## src/design/irq_ctrl_pkg.sv

```systemverilog
// Package for the two-level interrupt controller: constants and carriers
package irq_ctrl_pkg;
  localparam int ADDR_W = 4;
  localparam int DATA_W = 8;
  localparam int PC_W = 21;
  localparam logic [PC_W-1:0] VEC_HIGH = 21'h00_0008;
  localparam logic [PC_W-1:0] VEC_LOW = 21'h00_0018;
  // Register offsets
  localparam logic [ADDR_W-1:0] OFS_RESET_CTRL = 4'h0;
  localparam logic [ADDR_W-1:0] OFS_INT_CTRL = 4'h1;
  localparam logic [ADDR_W-1:0] OFS_FLAGS = 4'h2;
  localparam logic [ADDR_W-1:0] OFS_ENABLES = 4'h3;
  localparam logic [ADDR_W-1:0] OFS_PRIORITY = 4'h4;
  localparam logic [ADDR_W-1:0] OFS_PERIPH = 4'h5;
  localparam logic [ADDR_W-1:0] OFS_STATUS = 4'h6;
  // Field positions
  localparam int BIT_PRIO_MODE = 7;
  localparam int BIT_GLOBAL_HIGH = 7;
  localparam int BIT_GLOBAL_LOW = 6;
  // Reset values
  localparam logic [DATA_W-1:0] RST_INT_CTRL = 8'h00;
  localparam logic [DATA_W-1:0] RST_RESET_CTRL = 8'h00;
  localparam logic [DATA_W-1:0] RST_PRIORITY = 8'hFF;
  localparam logic [DATA_W-1:0] RST_PERIPH = 8'hF8;
  // Entry latency: event sampling takes two, decision plus vector
  localparam int LAT_MIN_CYC = 3;
  localparam int LAT_MAX_CYC = 4;

  typedef struct packed {
    logic [ADDR_W-1:0] addr;
    logic [DATA_W-1:0] wdata;
    logic wr;
    logic rd;
  } reg_req_t;

  typedef struct packed {
    logic vec_load;
    logic push;
    logic [PC_W-1:0] vector;
  } core_cmd_t;

  typedef enum logic [1:0] {
    LVL_NONE = 2'b00,
    LVL_LOW = 2'b01,
    LVL_HIGH = 2'b10
  } level_t;
endpackage : irq_ctrl_pkg

```

## src/design/irq_ctrl.sv

```systemverilog
// Two-level priority interrupt controller, core side
module irq_ctrl
  import irq_ctrl_pkg::*;
#(
  parameter int N_SRC = 8
) (
  input wire logic core_clk,
  input wire logic rst,
  input wire reg_req_t reg_req,
  output logic [DATA_W-1:0] reg_rdata,
  input wire logic [N_SRC-1:0] src_event,
  input wire logic return_from_interrupt_instr,
  output core_cmd_t core_cmd,
  output logic in_service
);

  // Registers
  logic [DATA_W-1:0] reset_ctrl_q;
  logic [DATA_W-1:0] int_ctrl_q;
  logic [N_SRC-1:0] flag_q;
  logic [N_SRC-1:0] en_q;
  logic [N_SRC-1:0] prio_q;
  logic [N_SRC-1:0] periph_q;
  logic [N_SRC-1:0] ev_s1_q;
  logic [N_SRC-1:0] ev_s2_q;
  logic [N_SRC-1:0] ev_old_q;
  logic high_active_q;
  logic low_active_q;
  logic in_service_q;
  logic [DATA_W-1:0] rdata_q;
  core_cmd_t cmd_q;

  function automatic logic hit(input logic [ADDR_W-1:0] a,
                               input logic [ADDR_W-1:0] ofs);
    hit = a == ofs;
  endfunction : hit

  wire wr_rst_ctrl = reg_req.wr && hit(reg_req.addr, OFS_RESET_CTRL);
  wire wr_int_ctrl = reg_req.wr && hit(reg_req.addr, OFS_INT_CTRL);
  wire wr_flags = reg_req.wr && hit(reg_req.addr, OFS_FLAGS);
  wire wr_en = reg_req.wr && hit(reg_req.addr, OFS_ENABLES);
  wire wr_prio = reg_req.wr && hit(reg_req.addr, OFS_PRIORITY);
  wire wr_periph = reg_req.wr && hit(reg_req.addr, OFS_PERIPH);

  wire prio_mode = reset_ctrl_q[BIT_PRIO_MODE];
  wire global_high_enable = int_ctrl_q[BIT_GLOBAL_HIGH];
  wire global_low_enable = int_ctrl_q[BIT_GLOBAL_LOW];

  // Edge of the synchronised event marks one occurrence
  wire [N_SRC-1:0] ev_pulse = ev_s2_q & ~ev_old_q;

  // Flag and enable pairing per source
  logic [N_SRC-1:0] armed;
  logic [N_SRC-1:0] hi_req_v;
  logic [N_SRC-1:0] lo_req_v;
  logic [N_SRC-1:0] cm_req_v;
  genvar gi;
  generate
    for (gi = 0; gi < N_SRC; gi++) begin : g_src
      assign armed[gi] = flag_q[gi] & en_q[gi];
      assign hi_req_v[gi] = armed[gi] & prio_q[gi];
      // Every low source obeys bit 6, peripheral or not
      assign lo_req_v[gi] = armed[gi] & ~prio_q[gi];
      // Peripheral sources need the bit-6 enable in compatibility mode
      assign cm_req_v[gi] = armed[gi]
                            & (~periph_q[gi] | global_low_enable);
    end
  endgenerate

  // Mode and level gating
  wire high_req = prio_mode && global_high_enable && |hi_req_v;
  wire low_req = prio_mode && global_low_enable && |lo_req_v
                 && !high_active_q;
  wire compat_req = !prio_mode && global_high_enable
                    && |cm_req_v;
  // A command cycle blocks a second entry before the gate clears
  wire busy = cmd_q.vec_load;
  wire take_high = !busy && (high_req || compat_req);
  wire take_low = !busy && !take_high && low_req && !low_active_q;
  wire take_any = take_high || take_low;
  wire [PC_W-1:0] vec_sel = take_high ? VEC_HIGH : VEC_LOW;

  // Read mux
  logic [DATA_W-1:0] rd_mux;
  assign rd_mux =
    hit(reg_req.addr, OFS_RESET_CTRL) ? reset_ctrl_q :
    hit(reg_req.addr, OFS_INT_CTRL) ? int_ctrl_q :
    hit(reg_req.addr, OFS_FLAGS) ? DATA_W'(flag_q) :
    hit(reg_req.addr, OFS_ENABLES) ? DATA_W'(en_q) :
    hit(reg_req.addr, OFS_PRIORITY) ? DATA_W'(prio_q) :
    hit(reg_req.addr, OFS_PERIPH) ? DATA_W'(periph_q) :
    hit(reg_req.addr, OFS_STATUS) ?
      {6'h00, high_active_q, low_active_q} : 8'h00;

  // Return handling: which level ends, which enable comes back
  wire ret_high = return_from_interrupt_instr && high_active_q;
  wire ret_low = return_from_interrupt_instr && !high_active_q
                 && low_active_q;
  wire ret_compat = return_from_interrupt_instr && !prio_mode;
  // Next service levels; the status output is registered from them
  wire high_active_d = take_high
                       || (high_active_q && !ret_high && !ret_compat);
  wire low_active_d = take_low || (low_active_q && !ret_low);

  logic [DATA_W-1:0] int_ctrl_d;
  always_comb begin
    int_ctrl_d = wr_int_ctrl ? reg_req.wdata : int_ctrl_q;
    if (return_from_interrupt_instr) begin
      // Compatibility re-enables bit 7 only
      if (!prio_mode || ret_high || !low_active_q) begin
        int_ctrl_d[BIT_GLOBAL_HIGH] = 1'b1;
      end else begin
        int_ctrl_d[BIT_GLOBAL_LOW] = 1'b1;
      end
    end
    if (take_high) begin
      int_ctrl_d[BIT_GLOBAL_HIGH] = 1'b0;
    end else if (take_low) begin
      int_ctrl_d[BIT_GLOBAL_LOW] = 1'b0;
    end
  end

  // Event wins over a software clear
  wire [N_SRC-1:0] flag_d =
    (wr_flags ? reg_req.wdata[N_SRC-1:0] : flag_q) | ev_pulse;

  always_ff @(posedge core_clk) begin
    ev_s1_q <= src_event;
    ev_s2_q <= ev_s1_q;
    ev_old_q <= ev_s2_q;
    if (rst) begin
      reset_ctrl_q <= RST_RESET_CTRL;
      int_ctrl_q <= RST_INT_CTRL;
      flag_q <= '0;
      en_q <= '0;
      prio_q <= N_SRC'(RST_PRIORITY);
      periph_q <= N_SRC'(RST_PERIPH);
      ev_old_q <= '0;
      rdata_q <= '0;
    end else begin
      if (wr_rst_ctrl) reset_ctrl_q <= reg_req.wdata;
      int_ctrl_q <= int_ctrl_d;
      flag_q <= flag_d;
      if (wr_en) en_q <= reg_req.wdata[N_SRC-1:0];
      if (wr_prio) prio_q <= reg_req.wdata[N_SRC-1:0];
      if (wr_periph) periph_q <= reg_req.wdata[N_SRC-1:0];
      rdata_q <= reg_req.rd ? rd_mux : 8'h00;
    end
  end

  // Service levels and the push/vector command
  always_ff @(posedge core_clk) begin
    if (rst) begin
      high_active_q <= 1'b0;
      low_active_q <= 1'b0;
      in_service_q <= 1'b0;
      cmd_q <= '0;
    end else begin
      high_active_q <= high_active_d;
      low_active_q <= low_active_d;
      in_service_q <= high_active_d || low_active_d;
      cmd_q.vec_load <= take_any;
      cmd_q.push <= take_any;
      cmd_q.vector <= take_any ? vec_sel : cmd_q.vector;
    end
  end

  assign reg_rdata = rdata_q;
  assign core_cmd = cmd_q;
  assign in_service = in_service_q;

  property p_compat_vector;
    @(posedge core_clk) disable iff (rst)
      cmd_q.vec_load && !$past(prio_mode) |-> cmd_q.vector == VEC_HIGH;
  endproperty
  a_compat_vector: assert property (p_compat_vector)
    else $error("compat mode used a vector other than high");

  property p_low_vec;
    @(posedge core_clk) disable iff (rst)
      take_low |=> cmd_q.vector == VEC_LOW && cmd_q.push;
  endproperty
  a_low_vec: assert property (p_low_vec)
    else $error("low entry did not load low vector");

  property p_no_low_in_high;
    @(posedge core_clk) disable iff (rst)
      high_active_q |=> !(cmd_q.vec_load && cmd_q.vector == VEC_LOW);
  endproperty
  a_no_low_in_high: assert property (p_no_low_in_high)
    else $error("low taken during high service");

  property p_preempt;
    @(posedge core_clk) disable iff (rst)
      low_active_q && high_req && !busy |=> high_active_q && cmd_q.vec_load;
  endproperty
  a_preempt: assert property (p_preempt)
    else $error("high request did not preempt low service");

  property p_clear_global_high;
    @(posedge core_clk) disable iff (rst)
      take_high && !return_from_interrupt_instr |=> !global_high_enable;
  endproperty
  a_clear_global_high: assert property (p_clear_global_high)
    else $error("global enable not cleared on entry");

  property p_high_first;
    @(posedge core_clk) disable iff (rst)
      high_req && low_req && !busy |=> cmd_q.vector == VEC_HIGH;
  endproperty
  a_high_first: assert property (p_high_first)
    else $error("low served before simultaneous high");

  property p_flag_sticky;
    @(posedge core_clk) disable iff (rst)
      ev_pulse[0] |=> flag_q[0] ##1 (flag_q[0] || $past(wr_flags));
  endproperty
  a_flag_sticky: assert property (p_flag_sticky)
    else $error("event flag not set or not held");

  property p_latency;
    @(posedge core_clk) disable iff (rst)
      $rose(src_event[0]) && en_q[0] && !flag_q[0] && global_high_enable
      && !prio_mode && !periph_q[0] && !in_service && !busy
      && !reg_req.wr && !return_from_interrupt_instr
      |-> ##[3:4] cmd_q.vec_load;
  endproperty
  a_latency: assert property (p_latency)
    else $error("pin event latency outside three to four cycles");

  property p_return_compat;
    @(posedge core_clk) disable iff (rst)
      return_from_interrupt_instr && !prio_mode && !take_any
      |=> global_high_enable;
  endproperty
  a_return_compat: assert property (p_return_compat)
    else $error("return did not restore global enable");

  property p_cmd_pulse;
    @(posedge core_clk) disable iff (rst)
      cmd_q.vec_load |=> !cmd_q.vec_load;
  endproperty
  a_cmd_pulse: assert property (p_cmd_pulse)
    else $error("vector load held longer than one cycle");

  property p_push_pair;
    @(posedge core_clk) disable iff (rst)
      cmd_q.push == cmd_q.vec_load;
  endproperty
  a_push_pair: assert property (p_push_pair)
    else $error("push and vector load out of step");

  property p_vec_set;
    @(posedge core_clk) disable iff (rst)
      cmd_q.vec_load
      |-> cmd_q.vector == VEC_HIGH || cmd_q.vector == VEC_LOW;
  endproperty
  a_vec_set: assert property (p_vec_set)
    else $error("vector load with an unknown vector address");

  property p_clear_global_low;
    @(posedge core_clk) disable iff (rst)
      take_low && !return_from_interrupt_instr |=> !global_low_enable;
  endproperty
  a_clear_global_low: assert property (p_clear_global_low)
    else $error("low enable not cleared on low entry");

  property p_return_high;
    @(posedge core_clk) disable iff (rst)
      ret_high && prio_mode && !take_any |=> global_high_enable;
  endproperty
  a_return_high: assert property (p_return_high)
    else $error("return from high service did not restore bit 7");

  property p_return_low;
    @(posedge core_clk) disable iff (rst)
      ret_low && prio_mode && !take_any |=> global_low_enable;
  endproperty
  a_return_low: assert property (p_return_low)
    else $error("return from low service did not restore bit 6");

  property p_prio_gate;
    @(posedge core_clk) disable iff (rst)
      prio_mode && !global_high_enable && !global_low_enable
      |=> !cmd_q.vec_load;
  endproperty
  a_prio_gate: assert property (p_prio_gate)
    else $error("entry while both level enables were clear");

  property p_periph_gate;
    @(posedge core_clk) disable iff (rst)
      !prio_mode && !global_low_enable && (armed & ~periph_q) == '0
      |=> !cmd_q.vec_load;
  endproperty
  a_periph_gate: assert property (p_periph_gate)
    else $error("peripheral entry without the peripheral enable");

endmodule : irq_ctrl

```

## config.mk

```make
export PLATFORM = sky130hd
export DESIGN_NAME = irq_ctrl
export DESIGN_NICKNAME = d
export VERILOG_FILES = /design/src/design/irq_ctrl_pkg.sv /design/src/design/irq_ctrl.sv
export SDC_FILE = /design/constraint.sdc
export NUM_CORES = 1
export LEC_CHECK = 0
export ABC_AREA = 1
export ABC_CLOCK_PERIOD_IN_PS = 1240
export BUFFER_PORTS_ARGS = -buffer_cell sky130_fd_sc_hd__buf_2
export CAP_MARGIN = 20
export CORE_MARGIN = 3
export CORE_UTILIZATION = 40
export DETAILED_ROUTE_END_ITERATION = 10
export PLACE_DENSITY = 0.6
export SETUP_SLACK_MARGIN = 0.3
export SLEW_MARGIN = 20
export SYNTH_ARGS = -nofsm -noshare
export SYNTH_HDL_FRONTEND = slang
export SYNTH_SLANG_ARGS = --single-unit
```

## constraint.sdc

```tcl
create_clock -name core_clk -period 1.24 [get_ports core_clk]
set_input_delay 0.248 -clock core_clk [delete_from_list [all_inputs] [get_ports core_clk]]
set_output_delay 0.248 -clock core_clk [all_outputs]
set_load 0.02 [all_outputs]
```

== Yosys cells after proc, flatten, opt, wreduce, memory -nomap -nowiden ==
Cells that the tools add are included.
Storage, ports and cells
  register bits: 105
  logic and storage cells: 143
  bits of input ports: 25
Operators by class
  bitwise logic cells: 60
  equality and inequality tests: 6
  reduce and logical (&&, ||, !) cells: 45
  muxes and demuxes: 15
Operators by type and width (number)
  2-to-1 mux 8 bit: 8
  AND 1 bit: 32
  logical AND 1 bit: 24
  OR reduction 8 bit: 3
  NOT 1 bit: 17
  == test 4 x 3 -> 1 bit (second input constant): 3
  AND 8 bit: 1
  == test 4 x 2 -> 1 bit (second input constant): 2
  logical NOT 1 bit: 8
  NOT 8 bit: 1
  OR 1 bit: 8
  OR 8 bit: 1
  logical OR 1 bit: 7
  2-to-1 mux 5 bit: 1
  == test 4 x 1 -> 1 bit (second input constant): 1
  logical NOT 4 bit: 1
  2-to-1 mux 1 bit: 4
  2-to-1 mux 2 bit: 2
  OR reduction 2 bit: 2

== Logic depth before layout (Yosys ltp) ==
  depth after elaboration: 13
  mapped depth: 12
  depth with buffers taken out: 12

== Worst setup path before layout ==
Ideal clock, no wire load.
  kind: register -> register
  start point: reg int_ctrl_q[6]
  end point: reg in_service_q, in the netlist in_service
  setup time: 114 ps
  path buffers: 0
  path slack: 21 ps
  required time: 1126 ps
  cell stages (with the launch flop): 12
  data arrival time: 1106 ps
  cell sequence: dfxtp_1 clkinv_1 nand2_1 nand2_1 nand2_1 nor2_1 nand2_1 nand2_1 nand3_1 nand2_1 nand2_1 nand2_1
On the way
  longest elaborated chain between the ends: 12
  elaborated cells between the ends (all ways): 30
  those cells by class: bitwise: 16; reduce/logical: 14
Ends and longest elaborated chain
  start: declaration: RTL line irq_ctrl.sv:19  | logic [DATA_W-1:0] int_ctrl_q;
  start signal: assignment: RTL line irq_ctrl.sv:142  | int_ctrl_q <= int_ctrl_d;
  OR 1 bit: RTL line irq_ctrl.sv:66  | & (~periph_q[gi] | global_low_enable);
  AND 1 bit: RTL line irq_ctrl.sv:66
  OR reduction 8 bit: RTL line irq_ctrl.sv:75  | && |cm_req_v;
  logical AND 1 bit: RTL line irq_ctrl.sv:75
  logical OR 1 bit: RTL line irq_ctrl.sv:78  | wire take_high = !busy && (high_req || compat_req);
  logical AND 1 bit: RTL line irq_ctrl.sv:78
  logical NOT 1 bit: RTL line irq_ctrl.sv:79  | wire take_low = !busy && !take_high && low_req && !low_active_q;
  logical AND 1 bit (3 in series): RTL line irq_ctrl.sv:79
  logical OR 1 bit: RTL line irq_ctrl.sv:103  | wire low_active_d = take_low || (low_active_q && !ret_low);
  logical OR 1 bit *: RTL line irq_ctrl.sv:161  | in_service_q <= high_active_d || low_active_d;
  end signal: assignment: RTL line irq_ctrl.sv:161
  end: declaration: RTL line irq_ctrl.sv:29  | logic in_service_q;
Mark *: on every way between the ends. The rest lies on a longest branch, timed or not.
A chain may end at the register's enable or synchronous reset.

== Worst setup path in the final report ==
  start point: reg int_ctrl_q[6]
  end point: reg cmd_q (netlist bit core_cmd[3])
On the way
  longest elaborated chain between the ends: 11
  elaborated cells between the ends (all ways): 28
  those cells by class: bitwise: 16; reduce/logical: 12
Ends and longest elaborated chain
  OR 1 bit: RTL line irq_ctrl.sv:66
  AND 1 bit: RTL line irq_ctrl.sv:66
  OR reduction 8 bit: RTL line irq_ctrl.sv:75
  logical AND 1 bit: RTL line irq_ctrl.sv:75
  logical OR 1 bit: RTL line irq_ctrl.sv:78
  logical AND 1 bit: RTL line irq_ctrl.sv:78
  logical NOT 1 bit: RTL line irq_ctrl.sv:79
  logical AND 1 bit (3 in series): RTL line irq_ctrl.sv:79
  logical OR 1 bit *: RTL line irq_ctrl.sv:80  | wire take_any = take_high || take_low;
  end: declaration: RTL line irq_ctrl.sv:31  | core_cmd_t cmd_q;
Marked as above.

==> impl_metrics.yaml <==
critical_path:
  cp.arrival_ps: 1550
  cp.required_ps: 1500
  cp_common_cell: "nand2_2"
  path_class: "reg -> reg"
  cp_slowest_cell: "dfxtp_4"
  start_kind: "flop"
  critPathBufInv: 1
  path_max_fanout: 5
  path_delay_family: "simple AND/OR/NAND/NOR gates"
  endpoint_kind: "flop"
  crit_chain: "inv_8 -> nand2_2 -> nand2_2 -> nand2_2 -> nor2_4 -> nand2_1 -> nand2_2 -> nand2_2 -> nand2_2 -> nand2_1 -> nand2_1 -> nand2_1"
  max_stage_delay_ps: 380
global_routing:
  first_global_vias: 3285
  grt_remaining_overflow: 0
  grt_antenna_before_repair: 0
  grt_first_pass_wirelength_um: 15800
  grt_usage: 0.199
  grt_max_degree: 41
sta:
  clock_skew_ps: 9.27
  finalWorstSetupSlack_ps: -56.2
  min_period_ps: 1300
  rsz0062_at_grt: "yes"
  final-max-slew-violation-count: 0
  hold_viol_final: 0
  max_freq_mhz: 771
  hold_ws_ps: 186
  layout_worst_path_cycle_share: 1.05
  setup_violations: 7
final_layout:
  diodes: 0
  utilization: 0.581
  syn2layout_area_growth_pct: 39.7
  fill_cells: 791
  num-nets-final: 616
  drive_gt1_frac: 0.398
synth:
  synth-xor-area-share: 0
  synth_top_family_by_area: "simple AND/OR/NAND/NOR gates"
  synth.area.top_cells: "dfxtp_1, nand2_1, inv_1"
  yosysWarningCount: 0
  synth_edf_count: 0
  synth_mux_area_frac: 0
  ys_types: 28
  yosys.area_share.simple: 0.237
  syn_avg_cell_area_um2: 7.34
  yosys.cell_count.top_type: "nand2_1"
  async_flop_share: 0
  mappedNetlistArea_um2: 3660
  synthTopCellsByCount: "nand2_1, dfxtp_1, inv_1, a21oi_1, nor2_1"
  synth_top_cell_area_share: 0.470
  yosys_most_used_dff: "dfxtp_1"
  syn_inst: 499
  synth-compound-area-share: 0.148
  synthAdderAreaFrac: 0
  yosys.area.top_type: "dfxtp_1"
  ys_ff_latch: 86
  ys_seq_area_frac: 0.470
routing:
  vias: 3505
  drc: 0
  viasPerCell: 4.98
  drt_wl_total_um: 10300
  drtPass1Iterations: 4
  drtAntennaViolNets: 0
  drtIter0Drc: 184
  wire_per_inst_um: 14.6
floorplanning:
  coreArea_um2: 8810
  initial_core_util: 0.416
  die_y_um: 102
  row_count: 34
  io_pins: 57
  die_w_um: 102
  fp.dieArea_um2: 10300
clock_tree:
  cts_tree: "yes"
  clk_pin_slew_ps: 100
  cts_buffers: 9
  clock-sinks: 86
  htree_levels: 3
  cts_root_buf: "clkbuf_8"
  clk_latency_ps: 350
  clockBufferDepth: 2
pwr:
  ir_drop_uv: 814
  leakage_nw: 2.49
  power_density_nw_per_um2: 1140
place:
  place_congestion: 0.886
  dpl_worst_slack_ps: -152
  hpwl_um: 7110
  port_buffers: 37
outcome:
  violations: "negative setup slack"
  status: "finished, violations left"
hold_path:
  hp-class: "in -> reg"
flow_run:
  max-cap-violations: 0
[metal layers]
metal	track usage	wire length, um	up-vias	part of all wire
met1	0.273	4730	1642	0.46
li1	-	-	1731	-
met3	0.0379	627	14	0.061
met5	0	0	-	0
met2	0.314	4720	118	0.46
met4	0.0665	182	0	0.018
[stage by stage]
| step | instances | total power [mW] | cell area (um2) | TNS [ps] |
|---|---|---|---|---|
| finish | 704 | 5.83 | 5120 | -245 |
| CTS | 700 | 5.82 | 4860 | -323 |
| detailed placement | 669 | 3.49 | 4240 | -3950 |
| global route | 704 | 6.08 | 5120 | -1090 |
| floorplan | 517 | 3.30 | 3800 | 0 |
| global placement | 669 | 3.48 | 4240 | -3120 |
[layout make-up]
type                       count  area (um2)  area share
clock buffer                   9         124      0.0242
sequential                    86        1770       0.345
inverter                      78         323      0.0631
timing repair inverter         1        5.00    0.000978
timing repair buffer          94         862       0.168
clock inverter                 7         106      0.0208
tap                          108         135      0.0264
multi-input combinational    321        1800       0.351
[placed cells by master, fill, tap and decap left out, types with 2 or more instances in the layout]
master	count
conb_1	19
dfxtp_4	2
bufinv_16	2
inv_8	3
inv_1	56
buf_4	31
o22ai_2	2
o21ai_1	17
a31oi_1	2
nand2_4	6
nand4_1	5
o21ai_0	17
inv_2	15
nor3_2	2
clkinv_4	3
dfxtp_2	30
buf_6	29
inv_6	2
nand3_1	22
nor2_2	4
dfxtp_1	54
o211ai_1	12
o21ai_2	11
dlygate4sd3_1	8
a21oi_2	8
nor2_1	25
nand2_2	28
buf_2	20
inv_4	4
clkbuf_8	9
nand2_8	2
a21oi_1	28
nand2_1	93
buf_12	4
nor2_4	13
nand3_2	2
[state kept, by name, summed over array words and instances, names as in the netlist]
| register | cells |
|---|---|
| ev_old_q | 8 |
| en_q | 8 |
| busy | 1 |
| low_active_q | 1 |
| int_ctrl_q | 8 |
| reg_rdata | 8 |
| high_active_q | 1 |
| periph_q | 8 |
| ev_s2_q | 8 |
| flag_q | 8 |
| prio_q | 8 |
| in_service | 1 |
| reset_ctrl_q | 8 |
| core_cmd | 2 |
| ev_s1_q | 8 |
[tightest hold or removal path, stage by stage]
cell     delay, ps
buf_2          100
a21oi_1         70
nor2_2          80
[repair_timing]
action	in CTS	in global routing
endpoints found under the setup margin	38	54
endpoints found under the hold margin	8	0
cloned	2	1
hold buffers	8	0
pin swaps	32	41
setup buffers	5	3
resized for setup	99	78
[worst paths after layout]
path,slack (ps),endpoint,from,cells after the start
worst max-delay path,-60,core_cmd[3]$_SDFFE_PP0P_,int_ctrl_q[6]$_SDFF_PP0_,12
worst min-delay path,190,int_ctrl_q[7]$_SDFF_PP0_,return_from_interrupt_instr,3
worst max register to register,-60,core_cmd[3]$_SDFFE_PP0P_,int_ctrl_q[6]$_SDFF_PP0_,12
worst min register to register,330,ev_s2_q[3]$_DFF_P_,ev_s1_q[3]$_DFF_P_,0
[where the power goes]
group / switching (mW) / leakage (nW) / total [mW] / internal (mW)
Combinational: 0.391 / 1.66 / 0.648 / 0.257
Sequential: 0.0572 / 0.716 / 2.92 / 2.86
Clock: 1.09 / 0.116 / 2.26 / 1.17
Total: 1.54 / 2.49 / 5.83 / 4.28
[logic make-up (layout without fill, tap and decap cells)]
kind of cell,Yosys count,count (layout)
flip-flops,86,86
buffers and inverters,111,189
other,1,19
AO/OA/AOI/OAI,100,100
AND/OR/NAND/NOR,201,202
(Power assumes the default switching activity.)
